<file path="config.mk">
export PLATFORM = sky130hd
export DESIGN_NAME = charger_i2c_slave_port
export DESIGN_NICKNAME = d
export VERILOG_FILES = /design/src/charger_i2c_pkg.sv /design/src/reg_bus_if.sv /design/src/reg_file_mem.sv /design/src/charger_i2c_slave_port.sv
export SDC_FILE = /design/constraint.sdc
export NUM_CORES = 1
export LEC_CHECK = 0
export BUFFER_PORTS_ARGS = -buffer_cell sky130_fd_sc_hd__buf_2
export CAP_MARGIN = 0
export CELL_PAD_IN_SITES_DETAIL_PLACEMENT = 0
export CELL_PAD_IN_SITES_GLOBAL_PLACEMENT = 1
export CORE_MARGIN = 4
export CORE_UTILIZATION = 45
export DETAILED_ROUTE_END_ITERATION = 10
export GPL_TIMING_DRIVEN = 0
export PLACE_DENSITY_LB_ADDON = 0.05
export SLEW_MARGIN = 30
export SYNTH_ARGS = -nofsm -noshare
export SYNTH_HDL_FRONTEND = slang
export SYNTH_SLANG_ARGS = --single-unit
</file>
<file path="constraint.sdc">
create_clock -name sys_clk -period 22.6 [get_ports sys_clk]
set_input_delay 1.13 -clock sys_clk [delete_from_list [all_inputs] [get_ports sys_clk]]
set_output_delay 1.13 -clock sys_clk [all_outputs]
set_load 0.05 [all_outputs]
</file>
<file path="src/charger_i2c_pkg.sv">
// Purpose: shared constants and types for the charger two-wire target port
// Assumes: 200 MHz system clock
// Notes: glitch and timeout counts derive from printed times and the clock period; STRAP_SETTLE is given in cycles
package charger_i2c_pkg;
   localparam int CLK_PERIOD_NS = 5;
   localparam int DEGLITCH_NS = 50;
   // longest pulse to reject, rounded down to whole cycles
   localparam int GLITCH_CYC = DEGLITCH_NS / CLK_PERIOD_NS;
   localparam int TIMEOUT_MS = 100;
   localparam int TIMEOUT_CYC = TIMEOUT_MS * 1000000 / CLK_PERIOD_NS;
   localparam int STRAP_SETTLE = 4;
   localparam logic [6:0] ADDR_OPT0 = 7'h24;
   localparam logic [6:0] ADDR_OPT1 = 7'h66;
   localparam logic RW_READ = 1'h1;
   localparam int NUM_REGS = 32;
   localparam int REG_W = 8;
   localparam logic [7:0] STATUS_IDX = 8'h06;
   localparam int FAULT_BIT = 0;
   localparam int CFG_FIRST = 8;
   localparam logic [7:0] BASIC_DEFAULT = 8'h00;
   localparam logic [7:0] CFG_DEFAULT0 = 8'h5A;
   localparam logic [7:0] CFG_DEFAULT1 = 8'hA5;
   localparam logic [3:0] BITS_PER_BYTE = 4'h8;

   typedef enum logic [2:0] {ST_IDLE, ST_ADDR, ST_INDEX, ST_WRITE, ST_READ, ST_IGNORE}
      i2c_state_type;
endpackage : charger_i2c_pkg

</file>
<file path="src/reg_bus_if.sv">
// Purpose: register file access between the port engine and its storage
// Assumes: single sys_clk domain
// Notes: master is the serial engine, target is the register memory
`timescale 1ns/1ps
interface reg_bus_if #(parameter int IDX_W = 5, parameter int DATA_W = 8) ();
   logic wrEn;
   logic [IDX_W-1:0] wrIndex;
   logic [DATA_W-1:0] wrData;
   logic [IDX_W-1:0] rdIndex;
   logic [DATA_W-1:0] rdData;
   logic loadDefaults;
   logic variant;
   modport master(output wrEn, wrIndex, wrData, rdIndex, loadDefaults, variant, input rdData);
   modport target(input wrEn, wrIndex, wrData, rdIndex, loadDefaults, variant, output rdData);
endinterface : reg_bus_if

</file>
<file path="src/reg_file_mem.sv">
// Purpose: volatile register array with variant-dependent defaults
// Assumes: loadDefaults pulses once after reset release
// Notes: read data are registered, one cycle behind rdIndex
`timescale 1ns/1ps
module reg_file_mem
   import charger_i2c_pkg::*;
#(
   parameter int NUM = NUM_REGS,
   parameter int DATA_W = REG_W
) (
   input wire logic sys_clk, // system clock
   input wire logic rst, // async reset, active high
   reg_bus_if.target bus // access from the serial engine
);
   logic [DATA_W-1:0] mem_reg [NUM];
   logic [DATA_W-1:0] rdData_reg;

   genvar i;
   generate
      for (i = 0; i < NUM; i++) begin : g_entry
         // contents never outlive a power cycle
         always_ff @(posedge sys_clk or posedge rst) begin
            if (rst) begin
               mem_reg[i] <= '0;
            end else if (bus.loadDefaults) begin
               if (i >= CFG_FIRST) begin
                  mem_reg[i] <= bus.variant ? CFG_DEFAULT1 : CFG_DEFAULT0;
               end else begin
                  mem_reg[i] <= BASIC_DEFAULT;
               end
            end else if (bus.wrEn && bus.wrIndex == i) begin
               mem_reg[i] <= bus.wrData;
            end
         end
      end
   endgenerate

   always_ff @(posedge sys_clk or posedge rst) begin
      if (rst) begin
         rdData_reg <= '0;
      end else begin
         rdData_reg <= mem_reg[bus.rdIndex];
      end
   end
   assign bus.rdData = rdData_reg;
endmodule : reg_file_mem

</file>
<file path="src/charger_i2c_slave_port.sv">
// Purpose: two-wire serial target port of the charger register file
// Assumes: bus clock up to 1 MHz; external pull-up on the data line
// Notes: clock line is only sampled, never driven
`timescale 1ns/1ps
module charger_i2c_slave_port
   import charger_i2c_pkg::*;
#(
   parameter int TIMEOUT_CYCLES = TIMEOUT_CYC
) (
   input wire logic sys_clk, // system clock
   input wire logic rst, // async reset, active high
   input wire logic sclIn, // serial clock pin
   input wire logic sdaIn, // serial data pin level
   output logic sdaOut, // data drive value, always low
   output logic sdaOe, // data drive enable, high pulls low
   input wire logic defaultConfigIndex, // factory variant strap
   input wire logic chargeResetState, // charger in reset state
   input wire logic supplyLossState, // supply loss or power-on reset
   input wire logic [REG_W-2:0] statusIn, // live status bits 7..1
   output logic busFault, // sticky timeout fault flag
   output logic regWrPulse, // register write happened
   output logic [7:0] regWrIndex, // index of that write
   output logic [REG_W-1:0] regWrData // data of that write
);
   localparam int IDX_W = $clog2(NUM_REGS);
   localparam int FW = $clog2(GLITCH_CYC + 1);
   localparam int TW = $clog2(TIMEOUT_CYCLES + 1);

   reg_bus_if #(.IDX_W(IDX_W), .DATA_W(REG_W)) bus ();

   reg_file_mem #(.NUM(NUM_REGS), .DATA_W(REG_W)) u_mem (
      .sys_clk(sys_clk),
      .rst(rst),
      .bus(bus)
   );

   // line 0 clock, 1 data, 2 strap
   logic [2:0] syncA_reg, syncB_reg, syncC_reg;
   logic [1:0] fltOut_reg;
   logic [FW-1:0] fltCnt_reg [2];

   genvar g;
   generate
      for (g = 0; g < 3; g++) begin : g_sync
         always_ff @(posedge sys_clk or posedge rst) begin
            if (rst) begin
               syncA_reg[g] <= 1'h1;
               syncB_reg[g] <= 1'h1;
               syncC_reg[g] <= 1'h1;
            end else begin
               syncA_reg[g] <= (g == 0) ? sclIn : (g == 1) ? sdaIn : defaultConfigIndex;
               syncB_reg[g] <= syncA_reg[g];
               syncC_reg[g] <= syncB_reg[g];
            end
         end
      end
      for (g = 0; g < 2; g++) begin : g_filter
         // new level taken only after it outlasts the glitch window
         always_ff @(posedge sys_clk or posedge rst) begin
            if (rst) begin
               fltOut_reg[g] <= 1'h1;
               fltCnt_reg[g] <= '0;
            end else if (syncB_reg[g] != syncC_reg[g] || syncC_reg[g] == fltOut_reg[g]) begin
               fltCnt_reg[g] <= '0;
            end else if (fltCnt_reg[g] == FW'(GLITCH_CYC)) begin
               fltOut_reg[g] <= syncC_reg[g];
               fltCnt_reg[g] <= '0;
            end else begin
               fltCnt_reg[g] <= fltCnt_reg[g] + FW'(1);
            end
         end
      end
   endgenerate

   // strap caught once it is stable after reset release
   logic [2:0] strapCnt_reg;
   logic initDone_reg;
   logic variant_reg;
   logic loadPulse;
   assign loadPulse = !initDone_reg && strapCnt_reg == 3'(STRAP_SETTLE);
   always_ff @(posedge sys_clk or posedge rst) begin
      if (rst) begin
         strapCnt_reg <= '0;
         initDone_reg <= 1'h0;
         variant_reg <= 1'h0;
      end else if (loadPulse) begin
         initDone_reg <= 1'h1;
         variant_reg <= syncC_reg[2];
      end else if (!initDone_reg) begin
         strapCnt_reg <= (syncB_reg[2] == syncC_reg[2]) ? strapCnt_reg + 3'h1 : '0;
      end
   end

   logic sclPrev_reg, sdaPrev_reg;
   always_ff @(posedge sys_clk or posedge rst) begin
      if (rst) begin
         sclPrev_reg <= 1'h1;
         sdaPrev_reg <= 1'h1;
      end else begin
         sclPrev_reg <= fltOut_reg[0];
         sdaPrev_reg <= fltOut_reg[1];
      end
   end

   logic sclF, sdaF, sclRise, sclFall, startCond, stopCond, hold;
   assign sclF = fltOut_reg[0];
   assign sdaF = fltOut_reg[1];
   assign sclRise = sclF && !sclPrev_reg;
   assign sclFall = !sclF && sclPrev_reg;
   assign startCond = sclF && sclPrev_reg && sdaPrev_reg && !sdaF;
   assign stopCond = sclF && sclPrev_reg && !sdaPrev_reg && sdaF;
   assign hold = chargeResetState || supplyLossState || !initDone_reg;

   i2c_state_type state_reg;
   logic [3:0] bitCnt_reg;
   logic ackPhase_reg;
   logic [7:0] rxShift_reg, txShift_reg, regIndex_reg;
   logic busy_reg, fault_reg, timeoutHit, byteDone, ackEnd, addrHit, inRange;
   logic [TW-1:0] timer_reg;
   logic [REG_W-1:0] readByte;

   assign byteDone = sclFall && bitCnt_reg == BITS_PER_BYTE && !ackPhase_reg;
   assign ackEnd = sclFall && ackPhase_reg;
   assign addrHit = rxShift_reg[7:1] == (variant_reg ? ADDR_OPT1 : ADDR_OPT0);
   assign inRange = regIndex_reg < 8'(NUM_REGS);
   assign timeoutHit = busy_reg && timer_reg == TW'(TIMEOUT_CYCLES - 1);
   // status register is assembled live; only the fault bit is held here
   assign readByte = !inRange ? '0 :
      (regIndex_reg == STATUS_IDX) ? {statusIn, fault_reg} : bus.rdData;

   assign bus.rdIndex = regIndex_reg[IDX_W-1:0];
   assign bus.wrIndex = regIndex_reg[IDX_W-1:0];
   assign bus.wrData = rxShift_reg;
   // status index refuses host writes
   assign bus.wrEn = byteDone && state_reg == ST_WRITE && !hold && inRange
      && regIndex_reg != STATUS_IDX;
   assign bus.loadDefaults = loadPulse;
   assign bus.variant = syncC_reg[2];
   assign sdaOut = 1'h0;
   assign busFault = fault_reg;

   always_ff @(posedge sys_clk or posedge rst) begin
      if (rst) begin
         state_reg <= ST_IDLE;
         bitCnt_reg <= '0;
         ackPhase_reg <= 1'h0;
         rxShift_reg <= '0;
         txShift_reg <= '0;
         regIndex_reg <= '0;
         sdaOe <= 1'h0;
      end else if (hold) begin
         state_reg <= ST_IDLE;
         ackPhase_reg <= 1'h0;
         sdaOe <= 1'h0;
      end else if (startCond) begin
         state_reg <= ST_ADDR;
         bitCnt_reg <= '0;
         ackPhase_reg <= 1'h0;
         sdaOe <= 1'h0;
      end else if (stopCond || timeoutHit) begin
         state_reg <= ST_IDLE;
         ackPhase_reg <= 1'h0;
         sdaOe <= 1'h0;
      end else if (state_reg != ST_IDLE && state_reg != ST_IGNORE) begin
         if (sclRise && !ackPhase_reg) begin
            bitCnt_reg <= bitCnt_reg + 4'h1;
            rxShift_reg <= {rxShift_reg[6:0], sdaF};
         end
         if (sclRise && ackPhase_reg && state_reg == ST_READ && sdaF) begin
            state_reg <= ST_IGNORE; // host ended the read
         end
         if (byteDone) begin
            ackPhase_reg <= 1'h1;
            unique case (state_reg)
               ST_ADDR: begin
                  sdaOe <= addrHit;
                  state_reg <= !addrHit ? ST_IGNORE :
                     (rxShift_reg[0] == RW_READ) ? ST_READ : ST_INDEX;
               end
               ST_INDEX: begin
                  sdaOe <= 1'h1;
                  regIndex_reg <= rxShift_reg;
                  state_reg <= ST_WRITE;
               end
               ST_WRITE: begin
                  sdaOe <= 1'h1;
                  regIndex_reg <= regIndex_reg + 8'h1;
               end
               ST_READ: begin
                  sdaOe <= 1'h0;
                  regIndex_reg <= regIndex_reg + 8'h1;
               end
            endcase
         end
         if (ackEnd) begin
            ackPhase_reg <= 1'h0;
            bitCnt_reg <= '0;
            if (state_reg == ST_READ) begin
               txShift_reg <= readByte;
               sdaOe <= !readByte[7];
            end else begin
               sdaOe <= 1'h0;
            end
         end
         if (sclFall && !ackPhase_reg && state_reg == ST_READ && bitCnt_reg != '0
               && bitCnt_reg != BITS_PER_BYTE) begin
            txShift_reg <= {txShift_reg[6:0], 1'h0};
            sdaOe <= !txShift_reg[6];
         end
      end
   end

   // limit runs from start to stop; a silent bus never trips it
   always_ff @(posedge sys_clk or posedge rst) begin
      if (rst) begin
         busy_reg <= 1'h0;
         timer_reg <= '0;
      end else if (hold || stopCond || (timeoutHit && !startCond)) begin
         busy_reg <= 1'h0;
         timer_reg <= '0;
      end else if (startCond) begin
         busy_reg <= 1'h1;
         timer_reg <= '0;
      end else if (busy_reg) begin
         timer_reg <= timer_reg + TW'(1);
      end
   end

   // set wins over the clear-on-read of the status byte
   always_ff @(posedge sys_clk or posedge rst) begin
      if (rst) begin
         fault_reg <= 1'h0;
      end else if (timeoutHit) begin
         fault_reg <= 1'h1;
      end else if (!hold && ackEnd && state_reg == ST_READ && regIndex_reg == STATUS_IDX) begin
         fault_reg <= 1'h0;
      end
   end

   always_ff @(posedge sys_clk or posedge rst) begin
      if (rst) begin
         regWrPulse <= 1'h0;
         regWrIndex <= '0;
         regWrData <= '0;
      end else begin
         regWrPulse <= bus.wrEn;
         if (bus.wrEn) begin
            regWrIndex <= regIndex_reg;
            regWrData <= rxShift_reg;
         end
      end
   end
endmodule : charger_i2c_slave_port

</file>
==> impl_results.md, run 1 <==
- Outcome: complete, no violations
- Antenna violations before repair: 0
- Crit share post-route: 24.8%
- Psw: 0.000390 W
- WP data arrival: 6.04 ns
- Max-slew violation count: 0
- CTS clk-pin slew, worst paths: 0.06 ns
- Syn. warnings: 0
- Antenna-violating nets left: 0
- Critical R2R Launch: regIndex_reg[0]
- Die area: 0.0413 sq mm
- Reg area: 0.00918 sq mm
- Leading area contributor after synthesis: dfrtp_1
- Max FFs per register: 256
- CTS max path bufs: 3
- Post-cts resize count: 0
- Share of power burned in registers: 48.1%
- Hold Crit Class: reg -> reg
- Actual slew at the worst max-slew pin: 0.978 ns
- NumNets Final: 1424
- Die height: 203 microns
- CP max stage delay: 0.69 ns
- Layout cells sized above 1: 30.6%
- Flops & latches, synth: 366
- Htree depth: 2
- Post-synthesis async set-or-reset flop share: 100%
- Pre-antenna DRT Iters: 5
- CTS tree: yes
- Final WL: 44500 microns
- Num rows: 71
- Avg Synthesized Cell Area: 13.1 sq um
- Fillers: 3344
- GRT Resource Usage Total: 22.3%
- Global-route wire length before repair: 70700 microns
- Overflow after GRT: 0
- Synth top area cells: dfrtp_1 52%, mux2_2 14%, mux4_2 8.4%
- Net Sw Frac: 23.2%
- Startpoint type of the worst setup path: flip-flop
- Avg WL per Cell: 23.0 microns
- Post-Syn Nets: 1342
- VDD IR max: 0.0000679 V
- Max cap viols: 0
- Clk Latency, worst-skew pair: 0.56 ns
- Vias per cell: 5.64
- FMAX: 179 MHz
- Distinct cells, synth: 60
- Vias in the first global route: 11400
- Worst-path fanout max: 10
- Die W: 203 microns
- Area of the multi-input gates: 0.00772 sq mm
- Iter 0 DRT Violations: 504
- Area of the mapped netlist: 0.0171 sq mm
- Cells on worst reg2reg path: 14
- Crit-path slowest cell: clkbuf_1
- Sequential-to-total area share from yosys stat: 53.5%
- Via Count: 10900
- Port buffer count: 32
- Ys flop type: dfrtp_1
- Crit path cell chain: clkbuf_1, clkbuf_2, clkbuf_1, inv_1, ha_1, clkbuf_1, nor4bb_1, buf_2, nor2_1, and2_1, buf_2, buf_2, buf_1, mux2_2
- Clk Tree Root Cell: clkbuf_16
- Synth top area share: 51.5%
- Crit. path cell count: 14
- Hold Startpoint: syncA_reg[0]
- Num Clock Sinks: 366
- Initial core utilization: 45.5%
- Power share of the combinational group: 11.7%
- Post-CTS Hold Buffers: 0
- Syn Inst Count: 1313
- CP required: 23.04 ns
- Post-CTS Setup Bufs: 0
- Buffer and inverter count on the worst path: 9
- Final HPWL DP: 30800 microns
- Power Internal: 0.00129 W
- Setup tns final: 0 ns
- Max_slew headroom: 34.5%
- Final Power: 0.00168 W
- # DRC: 0
- Leakage: 9.50 nW
- Setup Crit Path Kind: reg -> reg
- Ant diodes: 0
- R2R setup slack: 17.00 ns
- Area of the core: 0.0377 sq mm
- Crit-path leading delay family: buffers and inverters
- PD cells: 85.7 mW/mm^2
- Gpl congestion: 0.896
- Largest net degree at the start of global routing: 92
- Crit path capture type: flip-flop
- Ports: 34
- CP startpoint: regIndex_reg[0]
- Final critical path time including I/O delays and setup: 5.60 ns
- Final Hold Violating Endpoints: 0
- Clock skew: 0.0202 ns
- Clock power frac: 40.2%
- Inserted Clock Buffers: 43
- Hold path depth: 0
- P&R area growth vs syn: 14.6%
- RSZ-0062 raised after global routing: false
- Number of synthesized flops with an enable pin: 0
- Setup violators final: 0
[metal layers]
metal | part of all wire [%] | global-route usage (%)
met3 | 3.2 | 3.16
met5 | 0 | 0
met1 | 46 | 31.8
met2 | 47 | 34.8
met4 | 3.7 | 8.62
[cells by family (layout without fill, tap and decap cells)]
group / Yosys count / in the layout / share of synthesized area [%]
AND/OR/NAND/NOR: 304 / 304 / 8.55
flip-flops: 366 / 366 / 53.5
adder cells (fa/ha/maj): 15 / 15 / 1.09
AO/OA/AOI/OAI: 108 / 108 / 4.39
other: 1 / 1 / 0.0219
buffers and inverters: 109 / 222 / 2.43
multiplexers: 379 / 379 / 28.4
XOR/XNOR: 31 / 31 / 1.58
[final timing paths]
kind                                           end
worst min-delay path                  syncB_reg[0]
worst max register to register        regWrData[2]
worst max-delay path                  regWrData[2]
min in group asynchronous        u_mem.mem_reg[25]
worst min register to register        syncB_reg[0]
max in group asynchronous       u_mem.mem_reg[162]
[cells in the mapped netlist (6+ instances only)]
cell type / count
dfrtp_1: 353
mux2_2: 219
nor2_1: 116
mux2i_1: 93
nand2_1: 74
clkbuf_1: 70
mux4_2: 64
inv_1: 19
a31oi_1: 18
o21ai_0: 17
a21oi_1: 16
xnor2_1: 16
buf_1: 15
ha_1: 15
nand3_1: 15
nand4_1: 15
xor2_1: 15
dfstp_2: 13
and2_1: 12
nor2b_1: 11
nand2b_1: 10
nor3_1: 10
a41oi_1: 9
a221oi_1: 8
a32o_1: 8
and3_1: 8
o31ai_1: 8
nor4_1: 6
o21a_1: 6
[layout by cell type, fill, tap and decap left out, types with 17 or more instances in the layout]
cell,n
mux4_2,64
dfrtp_1,353
mux2_2,219
nand2_1,74
clkbuf_1,87
buf_2,37
nor2_1,116
mux2i_1,93
inv_1,18
clkbuf_16,45
o21ai_0,17
[layout make-up]
class / count / share of cell area, %
sequential: 366 / 46.7
inverter: 20 / 0.420
clock buffer: 72 / 6.76
timing repair buffer: 37 / 1.52
buffer: 89 / 1.78
clock inverter: 4 / 0.248
tap: 511 / 3.26
multi-input combinational: 838 / 39.3
[through the flow]
stage	cell area, sq um	setup WS (ns)	instances	utilization, %	hold WS (ns)
2_1_floorplan	17100	11.33	1313	-	0.345
3_5_place_dp	18300	16.68	1861	48.5	0.353
3_3_place_gp	17900	6.83	1856	47.6	0.346
6_report	19600	17.00	1937	52.1	0.359
4_1_cts	19600	16.63	1937	52.1	0.362
5_1_grt	19600	16.65	1937	52.1	0.366
[power groups by stage]
stage	Combinational (W)	Sequential [W]	Clock [W]
after CTS	0.000200	0.000810	0.000696
after detailed placement	0.000199	0.000821	0
after floorplan	0.000160	0.000805	0
after global placement	0.000191	0.000818	0
final	0.000197	0.000810	0.000676
after global routing	0.000218	0.000821	0.000725
Note: power is estimated with default switching activity, not from simulation.
==> run 2, diff against run 1 <==
==> constraint.sdc (replaced) <==
create_clock -name sys_clk -period 4.5 [get_ports sys_clk]
set_input_delay 0.225 -clock sys_clk [delete_from_list [all_inputs] [get_ports sys_clk]]
set_output_delay 0.225 -clock sys_clk [all_outputs]
set_load 0.05 [all_outputs]
==> impl_results.md, run 2 (synthesized netlist as in run 1, its figures left out) <==
- Outcome: complete, no violations (unchanged)
- Share of power burned in registers: 48.5% (was 48.1%)
- Die area: 0.0413 sq mm (unchanged)
- Placed Cells incl. Taps: 1872 (was 1861)
- Design area: 0.0199 sq mm (was 0.0196 sq mm)
- Startpoint type of the worst setup path: flip-flop (unchanged)
- Iter 0 DRT Violations: 696 (was 504)
- Setup Crit Path Kind: reg -> reg (unchanged)
- P&R area growth vs syn: 16.0% (was 14.6%)
- Vias per cell: 5.62 (was 5.64)
- Worst-path fanout max: 19 (was 10)
- Area of the core: 0.0377 sq mm (unchanged)
- Hold path depth: 4 (was 0)
- Clock power frac: 39.4% (was 40.2%)
- Final critical path time including I/O delays and setup: 4.27 ns (was 5.60 ns)
- Max FFs per register: 256 (unchanged)
- Port buffer count: 32 (unchanged)
- Num rows: 71 (unchanged)
- Die height: 203 microns (unchanged)
- VDD IR max: 0.000334 V (was 0.0000679 V)
- FMAX: 234 MHz (was 179 MHz)
- Clock skew: 0.0237 ns (was 0.0202 ns)
- Inserted Clock Buffers: 42 (was 43)
- Die W: 203 microns (unchanged)
- Layout Cells excl Fill: 1951 (was 1937)
- Clk Latency, worst-skew pair: 0.57 ns (was 0.56 ns)
- # DRC: 0 (unchanged)
- Overflow after GRT: 0 (unchanged)
- Global-route wire length before repair: 71300 microns (was 70700 microns)
- Crit share post-route: 94.9% (was 24.8%)
- Vias in the first global route: 11600 (was 11400)
- CTS max path bufs: 3 (unchanged)
- Leading cell types in the layout, fill and taps excluded: 353 x dfrtp_1, 219 x mux2_2, 116 x nor2_1 (unchanged)
- Power share of the combinational group: 12.0% (was 11.7%)
- Final HPWL DP: 31500 microns (was 30800 microns)
- Antenna-violating nets left: 0 (unchanged)
- Post-layout util: 52.8% (was 52.1%)
- Max_slew headroom: 36.1% (was 34.5%)
- Final Power: 0.00838 W (was 0.00168 W)
- Crit-path slowest cell: a41oi_2 (was clkbuf_1)
- CTS clk-pin slew, worst paths: 0.06 ns (about the same)
- Final Hold Violating Endpoints: 0 (unchanged)
- Psw: 0.00199 W (was 0.000390 W)
- Via Count: 11000 (was 10900)
- Htree depth: 2 (unchanged)
- Post-DP Area: 0.0184 sq mm (was 0.0183 sq mm)
- Clk Tree Root Cell: clkbuf_16 (unchanged)
- Fillers: 3319 (was 3344)
- Antenna violations before repair: 0 (unchanged)
- RSZ-0062 raised after global routing: false (unchanged)
- CTS tree: yes (unchanged)
- Max-slew violation count: 0 (unchanged)
- GRT Resource Usage Total: 22.5% (was 22.3%)
- Gpl congestion: 0.847 (was 0.896)
- Net Sw Frac: 23.7% (was 23.2%)
- Actual slew at the worst max-slew pin: 0.958 ns (was 0.978 ns)
- PD cells: 421 mW/mm^2 (was 85.7 mW/mm^2)
- WP data arrival: 4.70 ns (was 6.04 ns)
- Num Clock Sinks: 366 (unchanged)
- NumNets Final: 1440 (was 1424)
- Layout cells sized above 1: 31.3% (was 30.6%)
- Max cap viols: 0 (unchanged)
- Ant diodes: 0 (unchanged)
- Crit path capture type: flip-flop (unchanged)
- Largest net degree at the start of global routing: 30 (was 92)
- Avg WL per Cell: 23.2 microns (was 23.0 microns)
- Ports: 34 (unchanged)
- Crit path cell chain: clkbuf_2, buf_6, inv_1, ha_1, clkbuf_1, nor4bb_2, buf_2, nor2_1, and2_1, buf_2, a41oi_2, mux2_2 (was clkbuf_1, clkbuf_2, clkbuf_1, inv_1, ha_1, clkbuf_1, nor4bb_1, buf_2, nor2_1, and2_1, buf_2, buf_2, buf_1, mux2_2)
- Pre-antenna DRT Iters: 5 (unchanged)
- Cells on worst reg2reg path: 12 (was 14)
- CP required: 4.93 ns (was 23.04 ns)
- Initial core utilization: 45.5% (unchanged)
- Leakage: 9.60 nW (was 9.50 nW)
- Setup violators final: 0 (unchanged)
- Hold Crit Class: in -> reg (was reg -> reg)
- Top cell by count, worst path: buf_2
- CP max stage delay: 0.70 ns (was 0.69 ns)
- Final WL: 45200 microns (was 44500 microns)
- Power Internal: 0.00639 W (was 0.00129 W)
- Commonest non-fill, non-tap cell in the layout: dfrtp_1 (unchanged)
==> run 2: cell count changes in the layout (fill, tap and decap cells not counted), moves of 3 or more <==
| cell | change |
|---|---|
| buf_12 | +14 |
| clkbuf_1 | -5 |
| dlygate4sd3_1 | +4 |
| a21oi_2 | -3 |
| clkbuf_16 | -3 |
| clkinvlp_4 | +3 |
==> run 2: worst paths after layout <==
path | startpoint | endpoint | slack (ns)
worst max-delay path | regIndex_reg[0] | u_mem.mem_reg[112] | 0.23
worst min-delay path | chargeResetState | state_reg[0] | 0.09
worst max register to register | regIndex_reg[0] | u_mem.mem_reg[112] | 0.23
worst min register to register | syncA_reg[0] | syncB_reg[0] | 0.36
max in group asynchronous | rst | regWrIndex[6] | 3.06
min in group asynchronous | rst | u_mem.bus.rdData[4] | 0.21
==> run 2: final cells by class <==
| class | instances | area, sq um | share of cell area (%) |
|---|---|---|---|
| plain buffers | 88 | 357 | 1.79 |
| clock buffers | 66 | 1230 | 6.19 |
| clock inverters | 7 | 83.8 | 0.421 |
| inverters | 20 | 78.8 | 0.396 |
| multi-input cells | 838 | 7750 | 38.9 |
| flip-flops and latches | 366 | 9180 | 46.1 |
| well taps | 511 | 639 | 3.21 |
| repair buffers | 55 | 579 | 2.91 |
==> run 2: timing repair <==
action,CTS,global route
setup buffers,1,1
cloned,0,0
hold buffers,4,0
endpoints found under the setup margin,265,108
hold endpoints to repair,74,0
pin swaps,0,1
gates resized for setup,12,4
==> run 2: power groups by stage <==
stage,clock (W),combinational (W),sequential [W]
floorplan,0,0.000805,0.00404
detailed placement,0,0.00102,0.00412
global placement,0,0.000957,0.00411
finish,0.00330,0.00101,0.00407
CTS,0.00340,0.00103,0.00407
global route,0.00354,0.00111,0.00412
==> run 2: critical path: cells and delay by family, from the launching register on <==
kind                       cells  cell delay, ns
buffers and inverters          6            1.61
and+or+nand+nor                3            0.83
AOI/OAI and AO/OA              1            0.70
muxes                          1            0.41
adders and majority gates      1            0.16
DFF                            1            0.41
==> run 2: routing by layer <==
metal  vias up  global-route usage (%)  wire length (microns)
li1       4973                       -                      -
met1      5687                    31.5                  20500
met2       211                    35.7                  21400
met3        87                    3.47                   1610
met4         0                    8.58                   1690
met5         -                       0                      0
==> run 2: through the flow <==
stage / setup TNS, ns / setup slack [ns] / hold WS (ns)
CTS: 0 / 0.0491 / 0.0714
global route: 0 / 0.0315 / 0.121
global placement: -1336.35 / -2.98 / 0.330
floorplan: -220.48 / -0.625 / 0.229
detailed placement: -268.34 / -1.52 / 0.246
finish: 0 / 0.229 / 0.0867
